**config.mk**
```make
export PLATFORM = sky130hd
export DESIGN_NAME = usf_status_flags
export DESIGN_NICKNAME = d
export VERILOG_FILES = /design/src/verilog/usf_pkg.sv /design/src/verilog/usf_status_flags.sv /design/src/verilog/usf_sync.sv
export VERILOG_INCLUDE_DIRS = /design/src /design/src/verilog
export SDC_FILE = /design/constraint.sdc
export NUM_CORES = 1
export LEC_CHECK = 0
export ABC_AREA = 1
export BUFFER_PORTS_ARGS = -buffer_cell sky130_fd_sc_hd__buf_2
export CAP_MARGIN = 20
export CELL_PAD_IN_SITES_DETAIL_PLACEMENT = 0
export CELL_PAD_IN_SITES_GLOBAL_PLACEMENT = 1
export CORE_MARGIN = 3
export CORE_UTILIZATION = 41
export CTS_CLUSTER_SIZE = 40
export DETAILED_ROUTE_END_ITERATION = 6
export PLACE_DENSITY = 0.89
export SYNTH_ARGS = -nofsm -noshare
export SYNTH_HDL_FRONTEND = slang
export SYNTH_HIERARCHICAL = 1
export SYNTH_SLANG_ARGS = --single-unit
```
**constraint.sdc**
```tcl
create_clock -name clock_i -period 2 [get_ports clock_i]
set_input_delay 0 -clock clock_i [delete_from_list [all_inputs] [get_ports clock_i]]
set_output_delay 0 -clock clock_i [all_outputs]
set_load 0.005 [all_outputs]
```
**src/verilog/usf_consts.svh**
```systemverilog
// Offsets, field positions, reset values and timing counts of the status flag block
`ifndef USF_CONSTS_SVH
`define USF_CONSTS_SVH

`define USF_ADDR_STATUS 4'h0
`define USF_ADDR_MASK 4'h1
`define USF_ADDR_CTRL 4'h2
`define USF_ADDR_FRAME 4'h3

`define USF_BIT_TX_SERVICE 0
`define USF_BIT_RX_SERVICE 1
`define USF_BIT_IDLE 2
`define USF_BIT_BRB 3
`define USF_BIT_BRE 4
`define USF_BIT_ERR 5

`define USF_BIT_TX_EN 0
`define USF_BIT_RX_EN 1
`define USF_BIT_TX_INT_EN 2
`define USF_BIT_RX_INT_EN 3

`define USF_TX_HALF 4'h4
`define USF_RX_THRESH 4'h5
`define USF_IDLE_FRAMES 2'h3
`define USF_ERR_DEPTH 4
`define USF_MASK_RESET 6'h00
`define USF_CTRL_RESET 4'h0
`define USF_FRAME_RESET 16'h0457

`endif

```
**src/verilog/usf_pkg.sv**
```systemverilog
// Types shared by the status flag block
package usf_pkg;
  typedef struct packed {
    logic [7:0] data;
    logic parity_zero;
    logic stop_zero;
    logic framing_err;
    logic valid;
  } usf_rx_char_t;

  typedef struct packed {
    logic tx_dma;
    logic rx_dma;
  } usf_dma_t;

  typedef enum logic [1:0] {
    USF_BRK_IDLE,
    USF_BRK_ACTIVE
  } usf_brk_state_t;
endpackage

```
**src/verilog/usf_status_flags.sv**
```systemverilog
// Status flags, service requests, break interlock and interrupt of the serial port
// Functional notes
// - Transmit service flag is low when the transmit FIFO holds five or more or tx is off.
// - Transmit service flag is high when tx is enabled and the FIFO holds four or fewer.
// - Transmit service flag drives a DMA request and, if tx_int_enable is one, an interrupt.
// - Receive service flag sets with rx enabled and five or more entries, giving DMA and, if its interrupt enable is one, irq.
// - Receive service flag clears when rx is off or occupancy is below the threshold.
// - Idle flag sets after three frame times with no data, rx enabled and FIFO not empty.
// - Idle flag stays clear while the receiver is busy, the FIFO is empty or rx is off.
// - Break-begin flag sets on a zero character with zero parity and stop bits.
// - Break-begin arms break-end and lets only one zero framing-error character be stored.
// - Break-end flag sets on a rising receive-pin edge while the break interlock is set.
// - Break-end re-arms break-begin detection and resumes storing characters.
// - FIFO-error flag sets when a bottom-four entry has an error bit, and blocks rx DMA.
// - With no error in the bottom four entries the error flag is clear and rx DMA allowed.
// - Transmit service, receive service and FIFO-error flags ignore writes.
`timescale 1ns/10ps
`include "usf_consts.svh"
module usf_status_flags
  import usf_pkg::*;
(
  // Clock and reset
  input wire logic clock_i,
  input wire logic rst_i,
  // Register port
  input wire logic [3:0] addr_i,
  input wire logic [15:0] wdata_i,
  input wire logic wr_i,
  input wire logic rd_i,
  output logic [15:0] rdata_o,
  // FIFO and receiver state
  input wire logic [3:0] tx_count_i,
  input wire logic [3:0] rx_count_i,
  input wire logic [`USF_ERR_DEPTH-1:0] rx_entry_err_i,
  input wire logic rx_busy_i,
  input wire usf_rx_char_t rx_char_i,
  // Serial receive pin
  input wire logic rxd_i,
  // Requests
  output logic rx_store_o,
  output usf_dma_t dma_o,
  output logic irq_o
);
  logic rxd_s;
  logic rxd_prev;
  logic [5:0] status;
  logic [5:0] mask;
  logic [3:0] ctrl;
  logic [15:0] frame_cycles;
  logic [15:0] bit_cnt;
  logic [1:0] frame_cnt;
  usf_brk_state_t brk_state;
  logic tx_en;
  logic rx_en;
  logic next_tx_service;
  logic next_rx_service;
  logic next_err;
  logic null_char;
  logic idle_hit;
  logic brk_start;
  logic brk_end;
  logic wr_status;
  logic [5:0] clr;
  logic [5:0] raise;
  logic tx_service_flag;
  logic rx_service_flag;
  logic rx_idle_flag;
  logic break_begin_flag;
  logic break_end_flag;
  logic fifo_error_flag;
  logic idle_keep;
  logic [5:0] pend;

  assign tx_en = ctrl[`USF_BIT_TX_EN];
  assign rx_en = ctrl[`USF_BIT_RX_EN];
  assign wr_status = wr_i && (addr_i == `USF_ADDR_STATUS);

  // Status word as software sees it
  always_comb begin
    status = 6'h00;
    status[`USF_BIT_TX_SERVICE] = tx_service_flag;
    status[`USF_BIT_RX_SERVICE] = rx_service_flag;
    status[`USF_BIT_IDLE] = rx_idle_flag;
    status[`USF_BIT_BRB] = break_begin_flag;
    status[`USF_BIT_BRE] = break_end_flag;
    status[`USF_BIT_ERR] = fifo_error_flag;
  end

  usf_sync u_rxd_sync (
    .clock_i(clock_i),
    .rst_i(rst_i),
    .d_i(rxd_i),
    .q_o(rxd_s)
  );

  // Level flags
  always_comb begin
    next_tx_service = tx_en && (tx_count_i <= `USF_TX_HALF);
    next_rx_service = rx_en && (rx_count_i >= `USF_RX_THRESH);
    next_err = |rx_entry_err_i;
  end

  // Break and idle events
  always_comb begin
    null_char = rx_char_i.valid && (rx_char_i.data == 8'h00) && rx_char_i.parity_zero
      && rx_char_i.stop_zero;
    brk_start = null_char && (brk_state == USF_BRK_IDLE);
    brk_end = (brk_state == USF_BRK_ACTIVE) && rxd_s && !rxd_prev;
    idle_hit = rx_en && !rx_busy_i && !rx_char_i.valid && (rx_count_i != 4'h0)
      && (frame_cnt == (`USF_IDLE_FRAMES - 2'h1)) && (bit_cnt >= frame_cycles);
    idle_keep = rx_en && !rx_busy_i && (rx_count_i != 4'h0);
  end

  // Write-one-to-clear of sticky bits only
  always_comb begin
    clr = 6'h00;
    if (wr_status) begin
      clr[`USF_BIT_IDLE] = wdata_i[`USF_BIT_IDLE];
      clr[`USF_BIT_BRB] = wdata_i[`USF_BIT_BRB];
      clr[`USF_BIT_BRE] = wdata_i[`USF_BIT_BRE];
    end
    raise = 6'h00;
    raise[`USF_BIT_IDLE] = idle_hit;
    raise[`USF_BIT_BRB] = brk_start;
    raise[`USF_BIT_BRE] = brk_end;
  end

  always_ff @(posedge clock_i or posedge rst_i) begin
    if (rst_i) begin
      rxd_prev <= 1'b1;
    end else begin
      rxd_prev <= rxd_s;
    end
  end

  // Frame time counter for idle detection
  always_ff @(posedge clock_i or posedge rst_i) begin
    if (rst_i) begin
      bit_cnt <= 16'h0000;
      frame_cnt <= 2'h0;
    end else if (!rx_en || rx_busy_i || rx_char_i.valid || rx_count_i == 4'h0) begin
      bit_cnt <= 16'h0000;
      frame_cnt <= 2'h0;
    end else if (frame_cnt != `USF_IDLE_FRAMES) begin
      if (bit_cnt >= frame_cycles) begin
        bit_cnt <= 16'h0000;
        frame_cnt <= frame_cnt + 2'h1;
      end else begin
        bit_cnt <= bit_cnt + 16'h0001;
      end
    end
  end

  // Break interlock
  always_ff @(posedge clock_i or posedge rst_i) begin
    if (rst_i) begin
      brk_state <= USF_BRK_IDLE;
    end else begin
      case (brk_state)
        USF_BRK_IDLE: begin
          if (brk_start) begin
            brk_state <= USF_BRK_ACTIVE;
          end
        end
        USF_BRK_ACTIVE: begin
          if (brk_end) begin
            brk_state <= USF_BRK_IDLE;
          end
        end
        default: begin
          brk_state <= USF_BRK_IDLE;
        end
      endcase
    end
  end

  // Store strobe into receive FIFO
  always_ff @(posedge clock_i or posedge rst_i) begin
    if (rst_i) begin
      rx_store_o <= 1'b0;
    end else begin
      rx_store_o <= rx_char_i.valid && rx_en && (brk_state == USF_BRK_IDLE);
    end
  end

  // Transmit service flag, read-only
  always_ff @(posedge clock_i or posedge rst_i) begin
    if (rst_i) begin
      tx_service_flag <= 1'b0;
    end else begin
      tx_service_flag <= next_tx_service;
    end
  end

  // Receive service flag, read-only
  always_ff @(posedge clock_i or posedge rst_i) begin
    if (rst_i) begin
      rx_service_flag <= 1'b0;
    end else begin
      rx_service_flag <= next_rx_service;
    end
  end

  // FIFO error flag, read-only
  always_ff @(posedge clock_i or posedge rst_i) begin
    if (rst_i) begin
      fifo_error_flag <= 1'b0;
    end else begin
      fifo_error_flag <= next_err;
    end
  end

  // Idle flag; one-shot set beats clear
  always_ff @(posedge clock_i or posedge rst_i) begin
    if (rst_i) begin
      rx_idle_flag <= 1'b0;
    end else begin
      rx_idle_flag <= raise[`USF_BIT_IDLE]
        || (rx_idle_flag && !clr[`USF_BIT_IDLE] && idle_keep);
    end
  end

  // Break-begin flag; set beats clear
  always_ff @(posedge clock_i or posedge rst_i) begin
    if (rst_i) begin
      break_begin_flag <= 1'b0;
    end else begin
      break_begin_flag <= raise[`USF_BIT_BRB]
        || (break_begin_flag && !clr[`USF_BIT_BRB]);
    end
  end

  // Break-end flag; set beats clear
  always_ff @(posedge clock_i or posedge rst_i) begin
    if (rst_i) begin
      break_end_flag <= 1'b0;
    end else begin
      break_end_flag <= raise[`USF_BIT_BRE]
        || (break_end_flag && !clr[`USF_BIT_BRE]);
    end
  end

  // Software registers
  always_ff @(posedge clock_i or posedge rst_i) begin
    if (rst_i) begin
      mask <= `USF_MASK_RESET;
      ctrl <= `USF_CTRL_RESET;
      frame_cycles <= `USF_FRAME_RESET;
    end else if (wr_i) begin
      if (addr_i == `USF_ADDR_MASK) begin
        mask <= wdata_i[5:0];
      end else if (addr_i == `USF_ADDR_CTRL) begin
        ctrl <= wdata_i[3:0];
      end else if (addr_i == `USF_ADDR_FRAME) begin
        frame_cycles <= wdata_i;
      end
    end
  end

  // Read data, one cycle after the strobe
  always_ff @(posedge clock_i or posedge rst_i) begin
    if (rst_i) begin
      rdata_o <= 16'h0000;
    end else if (rd_i) begin
      if (addr_i == `USF_ADDR_STATUS) begin
        rdata_o <= {10'h000, status};
      end else if (addr_i == `USF_ADDR_MASK) begin
        rdata_o <= {10'h000, mask};
      end else if (addr_i == `USF_ADDR_CTRL) begin
        rdata_o <= {12'h000, ctrl};
      end else if (addr_i == `USF_ADDR_FRAME) begin
        rdata_o <= frame_cycles;
      end else begin
        rdata_o <= 16'h0000;
      end
    end else begin
      rdata_o <= 16'h0000;
    end
  end

  // DMA requests
  always_ff @(posedge clock_i or posedge rst_i) begin
    if (rst_i) begin
      dma_o <= '0;
    end else begin
      dma_o.tx_dma <= next_tx_service;
      dma_o.rx_dma <= next_rx_service && !next_err;
    end
  end

  // Pending sources; service flags also need their interrupt enables
  always_comb begin
    pend = 6'h00;
    pend[`USF_BIT_TX_SERVICE] = next_tx_service && ctrl[`USF_BIT_TX_INT_EN];
    pend[`USF_BIT_RX_SERVICE] = next_rx_service && ctrl[`USF_BIT_RX_INT_EN];
    pend[`USF_BIT_IDLE] = rx_idle_flag;
    pend[`USF_BIT_BRB] = break_begin_flag;
    pend[`USF_BIT_BRE] = break_end_flag;
    pend[`USF_BIT_ERR] = next_err;
  end

  // Level interrupt from unmasked pending sources
  always_ff @(posedge clock_i or posedge rst_i) begin
    if (rst_i) begin
      irq_o <= 1'b0;
    end else begin
      irq_o <= |(pend & mask);
    end
  end
endmodule // usf_status_flags

```
**src/verilog/usf_sync.sv**
```systemverilog
// Two flip-flop synchroniser for one pin level
`timescale 1ns/10ps
module usf_sync (
  // Clock and reset
  input wire logic clock_i,
  input wire logic rst_i,
  // Level
  input wire logic d_i,
  output logic q_o
);
  logic meta;

  always_ff @(posedge clock_i or posedge rst_i) begin
    if (rst_i) begin
      meta <= 1'b1;
      q_o <= 1'b1;
    end else begin
      meta <= d_i;
      q_o <= meta;
    end
  end
endmodule // usf_sync

```
==> results of run 1 <==
[worst paths after layout]
check	from	end	slack, ns	cells past startpoint
max	frame_cycles[6]	bit_cnt[10]	0.17	13
min	rx_char_i[3]	brk_state[0]	0.03	5
max reg2reg	frame_cycles[6]	bit_cnt[10]	0.17	13
min reg2reg	u_rxd_sync/meta	u_rxd_sync/q_o	0.36	0
max in group asynchronous	rst_i	frame_cycles[10]	1.38	4
min in group asynchronous	rst_i	u_rxd_sync/meta	0.22	3
[area by class of cell]
cell class	instances	area [um2]
clock buffers	10	128
flip-flops and latches	73	1840
repair buffers	101	676
inverters	75	288
clock inverters	6	90.1
well taps	108	135
fillers	822	4070
multi-input cells	280	1540
[placed cells by master (no fill, tap or decap), drive strengths merged]
cell	count
buf	71
nand3	26
clkinv	4
o211ai	5
o22ai	1
dfstp	9
nor3	16
o2111ai	1
ha	19
nor4	3
a21oi	17
nand2	87
o21bai	2
xor2	4
and2	1
nor2	48
o21ai	37
clkinvlp	1
a21o	1
clkbuf	10
xnor2	3
o21a	1
o221ai	1
inv	74
nand4	7
dlygate4sd3	30
dfrtp	64
bufinv	2
[routing by layer]
metal | wire length, um | GRT usage (%)
met5 | 0 | 0
met4 | 148 | 6.13
met3 | 435 | 3.25
met2 | 3820 | 27.8
met1 | 3740 | 22.8
[metrics by stage]
| stage | area (um2) | util, % |
|---|---|---|
| 2_1_floorplan | 3700 | - |
| 3_3_place_gp | 4160 | 47.5 |
| 3_5_place_dp | 4160 | 47.5 |
| 4_1_cts | 4680 | 53.4 |
| 5_1_grt | 4700 | 53.6 |
| 6_report | 4700 | 53.6 |
[worst max-delay path: cells and delay by family, from the launching register on]
family,cells,cell delay [ns]
AND/OR/NAND/NOR,9,0.67
flip-flops,1,0.52
adder cells (fa/ha/maj),1,0.27
buffers and inverters,3,0.24
[sequential cells by signal, indices dropped and copies added (netlist names), 2 cells and up]
name / flops
frame_cnt: 2
bit_cnt: 16
ctrl: 4
rdata_o: 16
frame_cycles: 16
dma_o: 2
mask: 6
[power groups by stage]
stage / Sequential (mW) / Combinational, mW / Clock [mW]
final: 1.71 / 0.513 / 1.28
after global routing: 1.73 / 0.603 / 1.37
after CTS: 1.71 / 0.514 / 1.31
after detailed placement: 1.74 / 0.466 / 0
after global placement: 1.74 / 0.445 / 0
after floorplan: 1.72 / 0.308 / 0
[cells by family (layout without fill, tap and decap cells)]
group,after synthesis,in the layout,synth area share (%)
and+or+nand+nor,188,188,23.5
buffers and inverters,83,192,9.00
DFF,73,73,49.7
AOI/OAI and AO/OA,66,66,9.77
adders and majority gates,19,19,6.43
xor gates and xnor gates,7,7,1.66
[repair_timing]
| item | in CTS | in global routing |
|---|---|---|
| hold endpoints to repair | 107 | 0 |
| resized for setup | 0 | 6 |
| setup endpoints to repair | 0 | 14 |
| hold buffers | 30 | 0 |
==> metrics.md, run 1 <==
| Metric | Value |
|---|---|
| Status | `finished, final reports clean` |
| Kind of critical path | `reg -> reg` |
| Internal Pwr Total | `2.56 mW` |
| Die Area | `10200 um2` |
| Sum of negative setup slack | `0 ns` |
| Hold Crit Class | `in -> reg` |
| Max-slew violations | `0` |
| Ports | `70` |
| Minimum clock period after layout | `1.83 ns` |
| VDD IR max | `0.000322 V` |
| Final HPWL from detailed placement | `5800 um` |
| Seq cells post-synth | `73` |
| Period utilization | `91.3%` |
| Setup-failing EPs final | `0` |
| EDFF count, synth | `0` |
| Cells after DPL | `607` |
| Die height | `101 um` |
| Clock skew | `0.0106 ns` |
| Area contributors post-synth | `dfrtp_1, nand2_1, inv_1` |
| Sw Pwr | `945 uW` |
| Top_reg_cell synth | `dfrtp_1` |
| Clock root cell | `clkbuf_8` |
| Cell Chain, Critical Path | `inv_1 -> ha_1 -> nand2_1 -> inv_1 -> nand2_1 -> nor2_1 -> nor2_1 -> nand2_1 -> nand2_2 -> nand3_4 -> nand2_4 -> inv_6 -> nor2_1` |
| Post-CTS Setup Inserts | `0` |
| Cell taking the most area after synthesis | `dfrtp_1` |
| Setup WS pre-CTS | `0.0484 ns` |
| # diodes | `0` |
| Critical path required time | `2.24 ns` |
| Share of post-route cells with drive strength above 1 | `21.5%` |
| Total Power | `3.50 mW` |
| # rows | `34` |
| Vias/cell | `4.80` |
| Avg WL per Cell | `12.5 um` |
| CTS tree | `built` |
| Area growth, synth to finish | `27.0%` |
| Yosys top cell area share | `43.3%` |
| CP peak stage delay | `0.52 ns` |
| Slowest-stage cell, CP | `dfstp_2` |
| Cell with the most instances after synthesis | `nand2_1` |
| Synth cell types | `35` |
| Die W | `101 um` |
| Clock buffer depth | `2` |
| Cell Pwr Density | `746 nW/um2` |
| CP startpoint kind | `register` |
| Post-Syn Area per Cell | `8.49 um2` |
| Finished Layout Cells | `653` |
| Clock latency on the worst-skew pair | `0.35 ns` |
| Vias in the first global route | `3115` |
| Worst hold slack | `0.0269 ns` |
| Netlist Area Pre-Place | `3700 um2` |
| Starting density of the core | `42.2%` |
| Clk pwr share | `36.5%` |
| RePlAce Congestion | `0.831` |
| Final worst slack | `0.174 ns` |
| Ys async rst share | `100%` |
| Max Cap Violations | `0` |
| Antenna violations before repair | `0` |
| Gate power share | `14.6%` |
| Mapped Cells | `436` |
| Detailed Route WL | `8140 um` |
| H-tree Lvls | `3` |
| Crit. End Element | `register` |
| Core area | `8760 um2` |
| Detailed-route via count | `3134` |
| Commonest cells in the netlist | `nand2_1, inv_1, dfrtp_1, nor2_1, o21ai_0` |
| CP arrival | `2.06 ns` |
| Residual DRC | `0` |
| Leak | `2.44 nW` |
| Nets@finish | `609` |
| First-pass DRT Iterations | `4` |
| GRT Total Usage | `17.1%` |
| CP Max Fanout | `14` |
| CTS sink cnt | `73` |
| First-pass GRT wire length | `13900 um` |
| Sw frac | `27.0%` |
| Clock slew at reported path FFs | `0.07 ns` |
| Worst Max-Slew Pin Slew | `0.377 ns` |
| I/O Buffers | `68` |
| DR iter-0 viols | `135` |
| Synthesized Nets | `505` |
| Max Freq | `548 MHz` |
| Hold Vio Cnt, Final | `0` |
| RSZ-0062 raised after global routing | `false` |
| Inserted Clock Buffers | `9` |
| Seq/Total Area, Yosys | `49.7%` |
| Worst slew margin | `74.8%` |
| Seq pwr share | `48.9%` |
| Final ANT Viol Nets | `0` |
| Congestion Overflow GR | `0` |
| Warnings, synthesis | `6` |
| Largest net degree at the start of global routing | `72` |
(Power assumes the default switching activity.)
==> inputs of run 2 (changes only) <==
--- a/config.mk
+++ b/config.mk
@@ -6,16 +6,15 @@
 export SDC_FILE = /design/constraint.sdc
 export NUM_CORES = 1
 export LEC_CHECK = 0
-export ABC_AREA = 1
 export BUFFER_PORTS_ARGS = -buffer_cell sky130_fd_sc_hd__buf_2
 export CAP_MARGIN = 20
 export CELL_PAD_IN_SITES_DETAIL_PLACEMENT = 0
 export CELL_PAD_IN_SITES_GLOBAL_PLACEMENT = 1
 export CORE_MARGIN = 3
-export CORE_UTILIZATION = 41
+export CORE_UTILIZATION = 43
 export CTS_CLUSTER_SIZE = 40
 export DETAILED_ROUTE_END_ITERATION = 6
-export PLACE_DENSITY = 0.89
+export PLACE_DENSITY = 0.88
 export SYNTH_ARGS = -nofsm -noshare
 export SYNTH_HDL_FRONTEND = slang
 export SYNTH_HIERARCHICAL = 1
==> run 2 against run 1 <==
The run now ends with negative setup slack left. Area after synthesis grew 0.41%. Cell count shrank 14%. Setup slack lost 0.24 ns. Sequential cell count is the same. Design area grew 6.9%. Sequential power grew 4%. Maximum frequency shrank 11%. Utilization grew 6.9 points. Count of clock-buffer cells in the layout is the same. Via count shrank 10%. Largest cell class unchanged. Largest power group unchanged.
==> metrics.md, run 2 <==
| Metric | Value |
|---|---|
| Most common cell after layout, fill and taps aside | `buf_2 (was nand2_1)` |
| Most frequent cells in the layout | `buf_2, dfrtp_1, buf_4 (was nand2_1, inv_1, buf_2)` |
| Leak | `2.32 nW (was 2.44 nW)` |
| Share of post-route cells with drive strength above 1 | `36.5% (was 21.5%)` |
| Clock slew at reported path FFs | `0.08 ns (was 0.07 ns)` |
| Mapped Cells | `319 (was 436)` |
| CP startpoint kind | `register (unchanged)` |
| Antenna violations before repair | `0 (unchanged)` |
| # rows | `33 (was 34)` |
| Final HPWL from detailed placement | `5840 um (was 5800 um)` |
| Worst hold slack | `0.0231 ns (was 0.0269 ns)` |
| Top_reg_cell synth | `dfrtp_1 (unchanged)` |
| Clock latency on the worst-skew pair | `0.35 ns (about the same)` |
| Area contributors post-synth | `dfrtp_1, mux2_1, ha_1 (was dfrtp_1, nand2_1, inv_1)` |
| Synth cell types | `47 (was 35)` |
| Crit. End Element | `register (unchanged)` |
| First-pass DRT Iterations | `5 (was 4)` |
| Max Cap Violations | `0 (unchanged)` |
| CP peak stage delay | `0.55 ns (was 0.52 ns)` |
| GRT Total Usage | `18.2% (was 17.1%)` |
| DR iter-0 viols | `62 (was 135)` |
| Area growth, synth to finish | `35.2% (was 27.0%)` |
| Clock root cell | `clkbuf_8 (unchanged)` |
| Max-slew violations | `0 (unchanged)` |
| H-tree Lvls | `3 (unchanged)` |
| CTS sink cnt | `73 (unchanged)` |
| Slowest-stage cell, CP | `dfstp_2 (unchanged)` |
| Worst Max-Slew Pin Slew | `0.490 ns (was 0.377 ns)` |
| CTS tree | `built (unchanged)` |
| Critical path required time | `2.26 ns (was 2.24 ns)` |
| Synthesized Nets | `388 (was 505)` |
| Detailed-route via count | `2818 (was 3134)` |
| Status | `finished, violations left (was finished, final reports clean)` |
| Cells after DPL | `514 (was 607)` |
| Post-Syn Area per Cell | `11.6 um2 (was 8.49 um2)` |
| Cell with the most instances after synthesis | `dfrtp_1 (was nand2_1)` |
| Yosys top cell area share | `43.1% (was 43.3%)` |
| Finished Layout Cells | `563 (was 653)` |
| RSZ-0062 raised after global routing | `true (was false)` |
| EDFF count, synth | `0 (unchanged)` |
| Period utilization | `103% (was 91.3%)` |
| Largest net degree at the start of global routing | `72 (unchanged)` |
| Ys async rst share | `100% (unchanged)` |
| Core area | `8300 um2 (was 8760 um2)` |
| Netlist Area Pre-Place | `3710 um2 (was 3700 um2)` |
| Ports | `70 (unchanged)` |
| Nets@finish | `522 (was 609)` |
| Vias/cell | `5.01 (was 4.80)` |
| Final worst slack | `-0.0627 ns (was 0.174 ns)` |
| # diodes | `0 (unchanged)` |
| Commonest cells in the netlist | `dfrtp_1, inv_1, mux2_1, nand2_1, ha_1 (was nand2_1, inv_1, dfrtp_1, nor2_1, o21ai_0)` |
| VDD IR max | `0.000321 V (was 0.000322 V)` |
| Hold Crit Class | `in -> reg (unchanged)` |
| Vias in the first global route | `2928 (was 3115)` |
| Setup-failing EPs final | `17 (was 0)` |
| Detailed Route WL | `8480 um (was 8140 um)` |
| RePlAce Congestion | `0.855 (was 0.831)` |
| Congestion Overflow GR | `0 (unchanged)` |
| Failing checks | `negative setup slack` |
| Largest regs | `bit_cnt: 16 flops, frame_cycles: 16 flops, rdata_o: 16 flops (unchanged)` |
| Die W | `98.9 um (was 101 um)` |
| I/O Buffers | `68 (unchanged)` |
| Cell taking the most area after synthesis | `dfrtp_1 (unchanged)` |
| Starting density of the core | `44.8% (was 42.2%)` |
| Die Area | `9790 um2 (was 10200 um2)` |
| Max Freq | `485 MHz (was 548 MHz)` |
| First-pass GRT wire length | `14200 um (was 13900 um)` |
| Top Family by Delay on Critical Path | `compound AO/OA/AOI/OAI gates (was simple AND/OR/NAND/NOR gates)` |
| Kind of critical path | `reg -> reg (unchanged)` |
| Die height | `98.9 um (was 101 um)` |
| Seq/Total Area, Yosys | `49.5% (was 49.7%)` |
| CP arrival | `2.33 ns (was 2.06 ns)` |
| Clock buffer depth | `2 (unchanged)` |
| CP Max Fanout | `3 (was 14)` |
| Minimum clock period after layout | `2.06 ns (was 1.83 ns)` |
| Avg WL per Cell | `15.1 um (was 12.5 um)` |
| Sum of buffers and inverters on the critical path | `2 (was 3)` |
| Cell Pwr Density | `731 nW/um2 (was 746 nW/um2)` |
| Worst slew margin | `67.1% (was 74.8%)` |
| Residual DRC | `0 (unchanged)` |
| Inserted Clock Buffers | `9 (unchanged)` |
| Warnings, synthesis | `6 (unchanged)` |
| Seq cells post-synth | `73 (unchanged)` |
| Hold Vio Cnt, Final | `0 (unchanged)` |
| Clock skew | `0.0116 ns (was 0.0106 ns)` |
| Final ANT Viol Nets | `0 (unchanged)` |
| Setup WS pre-CTS | `-0.0874 ns (was 0.0484 ns)` |
| Total Power | `3.67 mW (was 3.50 mW)` |
| Cell Chain, Critical Path | `inv_2 -> ha_4 -> nand4_1 -> a211oi_2 -> a32oi_4 -> a21oi_4 -> buf_6 -> mux2i_1 (was inv_1 -> ha_1 -> nand2_1 -> inv_1 -> nand2_1 -> nor2_1 -> nor2_1 -> nand2_1 -> nand2_2 -> nand3_4 -> nand2_4 -> inv_6 -> nor2_1)` |
[run 2: changes by cell type after synthesis, moves of 8 or more]
cell and delta:
mux2_1 +26, nor3_2 +12, nand2_1 -62, a21oi_1 -8
inv_1 -41, o21ai_0 -32, and2_1 +16, nand3_1 -16
xnor2_1 +11, nor2_1 -32
[run 2: kinds of logic (layout without fill, tap and decap cells)]
| group | Yosys count | in the layout | share of synthesized area, % |
|---|---|---|---|
| AOI/OAI and AO/OA | 38 | 38 | 8.89 |
| xor gates and xnor gates | 14 | 14 | 3.30 |
| adders and majority gates | 19 | 19 | 6.40 |
| buffers and inverters | 39 | 178 | 4.41 |
| DFF | 73 | 73 | 49.5 |
| muxes | 32 | 32 | 9.50 |
| and+or+nand+nor | 104 | 104 | 18.0 |
[run 2: what timing repair did]
| action | CTS | global route |
|---|---|---|
| hold buffers | 27 | 0 |
| gates resized for setup | 12 | 10 |
| endpoints found under the hold margin | 106 | 0 |
| setup buffers | 6 | 0 |
| endpoints found under the setup margin | 17 | 21 |
| pin swaps | 17 | 4 |
[run 2: metal layers]
metal / vias up / wire [um] / GRT usage, %
li1: 1373 / - / -
met1: 1385 / 3740 / 23.6
met2: 52 / 4290 / 30.2
met3: 8 / 346 / 4.18
met4: 0 / 106 / 5.67
met5: - / 0 / 0
[run 2: power breakdown]
group / switching (mW) / leakage, nW / internal [mW]
Combinational: 0.319 / 1.27 / 0.346
Sequential: 0.111 / 0.942 / 1.65
Clock: 0.547 / 0.106 / 0.696
[run 2: final timing paths]
kind | start | endpoint | slack (ns) | cells after the start
setup / recovery | frame_cycles[10] | frame_cnt[1] | -0.06 | 8
hold / removal | wr_i | break_begin_flag | 0.02 | 4
setup reg to reg | frame_cycles[10] | frame_cnt[1] | -0.06 | 8
hold reg to reg | u_rxd_sync/meta | u_rxd_sync/q_o | 0.36 | 0
max in group asynchronous | rst_i | frame_cycles[6] | 1.38 | 4
min in group asynchronous | rst_i | u_rxd_sync/meta | 0.23 | 3
[run 2: per-stage QoR]
stage | area (um2) | TNS, ns | utilization [%]
2_1_floorplan | 3710 | -0.0341 | -
3_3_place_gp | 4380 | -0.336 | 52.7
3_5_place_dp | 4380 | -0.695 | 52.7
4_1_cts | 4980 | -0.159 | 60.0
5_1_grt | 5020 | -1.65 | 60.5
6_report | 5020 | -0.325 | 60.5
[run 2: tightest hold or removal path, stage by stage]
cell and delay (ns):
buf_2 0.14, nand3_1 0.08, nand2_1 0.05, nand2_1 0.06
[run 2: final cells by class]
type / count / area [um2]
Sequential cell: 73 / 1840
Clock inverter: 6 / 82.6
Timing Repair Buffer: 131 / 908
Tap cell: 105 / 131
Inverter: 31 / 116
Clock buffer: 10 / 128
Multi-Input combinational cell: 207 / 1820
Fill cell: 658 / 3280
==> inputs of run 3 (changes only) <==
--- a/config.mk
+++ b/config.mk
@@ -6,12 +6,13 @@
 export SDC_FILE = /design/constraint.sdc
 export NUM_CORES = 1
 export LEC_CHECK = 0
+export ABC_AREA = 1
 export BUFFER_PORTS_ARGS = -buffer_cell sky130_fd_sc_hd__buf_2
 export CAP_MARGIN = 20
 export CELL_PAD_IN_SITES_DETAIL_PLACEMENT = 0
 export CELL_PAD_IN_SITES_GLOBAL_PLACEMENT = 1
 export CORE_MARGIN = 3
-export CORE_UTILIZATION = 43
+export CORE_UTILIZATION = 41
 export CTS_CLUSTER_SIZE = 40
 export DETAILED_ROUTE_END_ITERATION = 6
 export PLACE_DENSITY = 0.88
==> run 3 against run 2 <==
The flow now finishes without violations. Non-clock buffer count decreased by 33. Maximum frequency increased by 12%. Clock skew decreased by 0.0022 ns. First-iteration DRC count increased by 140%. Critical path depth increased by 5.
==> metrics.md, run 3 (same netlist as run 1, synthesis figures left out) <==
| Metric | Value |
|---|---|
| Reg-to-reg critical path startpoint | `frame_cycles[6] (was frame_cycles[10])` |
| Nets@finish | `606 (was 522)` |
| Congestion Overflow GR | `0 (unchanged)` |
| CTS tree | `built (unchanged)` |
| First-pass GRT wire length | `13400 um (was 14200 um)` |
| Most common cell after layout, fill and taps aside | `nand2_1 (was buf_2)` |
| Die W | `101 um (was 98.9 um)` |
| Cells after DPL | `607 (was 514)` |
| CP arrival | `2.07 ns (was 2.33 ns)` |
| Cell Pwr Density | `746 nW/um2 (was 731 nW/um2)` |
| Detailed Route WL | `7830 um (was 8480 um)` |
| Critical path required time | `2.23 ns (was 2.26 ns)` |
| Avg WL per Cell | `12.0 um (was 15.1 um)` |
| Final ANT Viol Nets | `0 (unchanged)` |
| CP Max Fanout | `14 (was 3)` |
| Hold Vio Cnt, Final | `0 (unchanged)` |
| Area growth, synth to finish | `26.5% (was 35.2%)` |
| Clock latency on the worst-skew pair | `0.35 ns (about the same)` |
| Ports | `70 (unchanged)` |
| Leak | `2.41 nW (was 2.32 nW)` |
| Clock buffer depth | `2 (unchanged)` |
| Hold_sp | `tx_count_i[0] (was wr_i)` |
| Sum of negative setup slack | `0 ns (was -0.325 ns)` |
| Die height | `101 um (was 98.9 um)` |
| Antenna violations before repair | `0 (unchanged)` |
| Max Freq | `543 MHz (was 485 MHz)` |
| H-tree Lvls | `3 (unchanged)` |
| Worst Max-Slew Pin Slew | `0.373 ns (was 0.490 ns)` |
| Largest regs | `bit_cnt: 16 flops, frame_cycles: 16 flops, rdata_o: 16 flops (unchanged)` |
| Hold path cells | `5 (was 4)` |
| GRT Total Usage | `16.5% (was 18.2%)` |
| Crit. End Element | `register (unchanged)` |
| Hold EP | `irq_o (was break_begin_flag)` |
| Largest net degree at the start of global routing | `72 (unchanged)` |
| Most frequent cells in the layout | `nand2_1, inv_1, buf_2 (was buf_2, dfrtp_1, buf_4)` |
| CTS sink cnt | `73 (unchanged)` |
| DR iter-0 viols | `148 (was 62)` |
| Inserted Clock Buffers | `9 (unchanged)` |
| Clock slew at reported path FFs | `0.08 ns (about the same)` |
| Fill cells | `829 (was 658)` |
| Starting density of the core | `42.2% (was 44.8%)` |
| CP startpoint kind | `register (unchanged)` |
| RSZ-0062 raised after global routing | `false (was true)` |
| Max Cap Violations | `0 (unchanged)` |
| Detailed-route via count | `3056 (was 2818)` |
| Clock skew | `0.00943 ns (was 0.0116 ns)` |
| Max-slew violations | `0 (unchanged)` |
| Residual DRC | `0 (unchanged)` |
| Kind of critical path | `reg -> reg (unchanged)` |
| Finished Layout Cells | `650 (was 563)` |
| Vias/cell | `4.70 (was 5.01)` |
| R2R setup slack | `0.16 ns (was -0.06 ns)` |
| R2R depth | `13 (was 8)` |
| VDD IR max | `0.000420 V (was 0.000321 V)` |
| First-pass DRT Iterations | `4 (was 5)` |
| Die Area | `10200 um2 (was 9790 um2)` |
| # rows | `34 (was 33)` |
| Period utilization | `92.1% (was 103%)` |
| I/O Buffers | `68 (unchanged)` |
| Minimum clock period after layout | `1.84 ns (was 2.06 ns)` |
| Clock root cell | `clkbuf_8 (unchanged)` |
| Core area | `8760 um2 (was 8300 um2)` |
| # diodes | `0 (unchanged)` |
| Setup-failing EPs final | `0 (was 17)` |
| Status | `finished, final reports clean (was finished, violations left)` |
| Reg2reg end | `bit_cnt[2] (was frame_cnt[1])` |
| Vias in the first global route | `2996 (was 2928)` |
| Hold Crit Class | `in -> reg (unchanged)` |
| Final HPWL from detailed placement | `5710 um (was 5840 um)` |
| Share of post-route cells with drive strength above 1 | `22.0% (was 36.5%)` |
| Worst slew margin | `75.0% (was 67.1%)` |
| RePlAce Congestion | `0.818 (was 0.855)` |
-- run 3: cell count changes in the layout (fill, tap and decap cells not counted), moves of 9 or more --
cell     change
buf_4       -29
nor3_2      -10
and2_1      -16
mux2_1      -26
nor2_1      +32
o21ai_0     +33
a21oi_1      +9
nand3_1     +16
inv_1       +44
nand2_1     +61
xnor2_1     -11
-- run 3: worst max-delay path by stage --
| stage | end | slack (ns) | from | cells after the start |
|---|---|---|---|---|
| after global placement | bit_cnt[7] | 0.09 | frame_cycles[6] | 13 |
| after floorplan | bit_cnt[0] | 0.22 | rst_i | 1 |
| after CTS | bit_cnt[9] | 0.03 | frame_cycles[6] | 13 |
| after global routing | bit_cnt[2] | 0.001 | frame_cycles[6] | 13 |
| after detailed placement | bit_cnt[9] | 0.04 | frame_cycles[6] | 13 |
| final | bit_cnt[2] | 0.16 | frame_cycles[6] | 13 |
-- run 3: area by class of cell --
| type | count | area [um2] | area share [%] |
|---|---|---|---|
| Timing Repair Buffer | 98 | 646 | 13.8 |
| Inverter | 75 | 288 | 6.15 |
| Tap cell | 108 | 135 | 2.89 |
| Clock inverter | 6 | 91.3 | 1.95 |
| Sequential cell | 73 | 1840 | 39.3 |
| Multi-Input combinational cell | 280 | 1550 | 33.2 |
| Clock buffer | 10 | 128 | 2.73 |
-- run 3: timing repair --
action | in CTS | in global routing
gates resized for setup | 0 | 8
setup buffers | 0 | 0
hold buffers | 28 | 0
endpoints found under the hold margin | 107 | 0
endpoints found under the setup margin | 0 | 16
-- run 3: worst max-delay path, stage by stage, from the launching register on --
cell and delay, ns:
dfstp_2 0.52, inv_1 0.05, ha_1 0.27, nand2_1 0.05, inv_1 0.06, nand2_1 0.07, nor2_1 0.10, nor2_1 0.05
nand2_1 0.09, nand2_2 0.09, nand3_4 0.11, nand2_4 0.07, inv_6 0.13, nor2_1 0.05
-- run 3: layer usage --
layer  up-vias  global-route usage (%)  part of all wire (%)
li1       1600                       -                     -
met1      1375                    22.5                    49
met2        68                    26.1                    45
met3        13                    3.32                   4.6
met4         0                    5.93                   2.0
met5         -                       0                     0
-- run 3: power by group --
| group | switching (mW) | internal (mW) | total [mW] |
|---|---|---|---|
| clock network | 0.572 | 0.707 | 1.28 |
| registers | 0.0726 | 1.64 | 1.71 |
| logic | 0.290 | 0.212 | 0.502 |
-- run 3: per-stage QoR --
stage	worst slack, ns	hold WS, ns	util, %	area (um2)	total power [mW]
floorplan	0.215	-0.0885	-	3700	2.03
global placement	0.0948	0.0428	47.5	4160	2.18
detailed placement	0.0382	0.0479	47.5	4160	2.20
CTS	0.0292	0.0608	53.2	4660	3.52
global route	0.00137	0.102	53.4	4680	3.67
finish	0.159	0.0707	53.4	4680	3.49
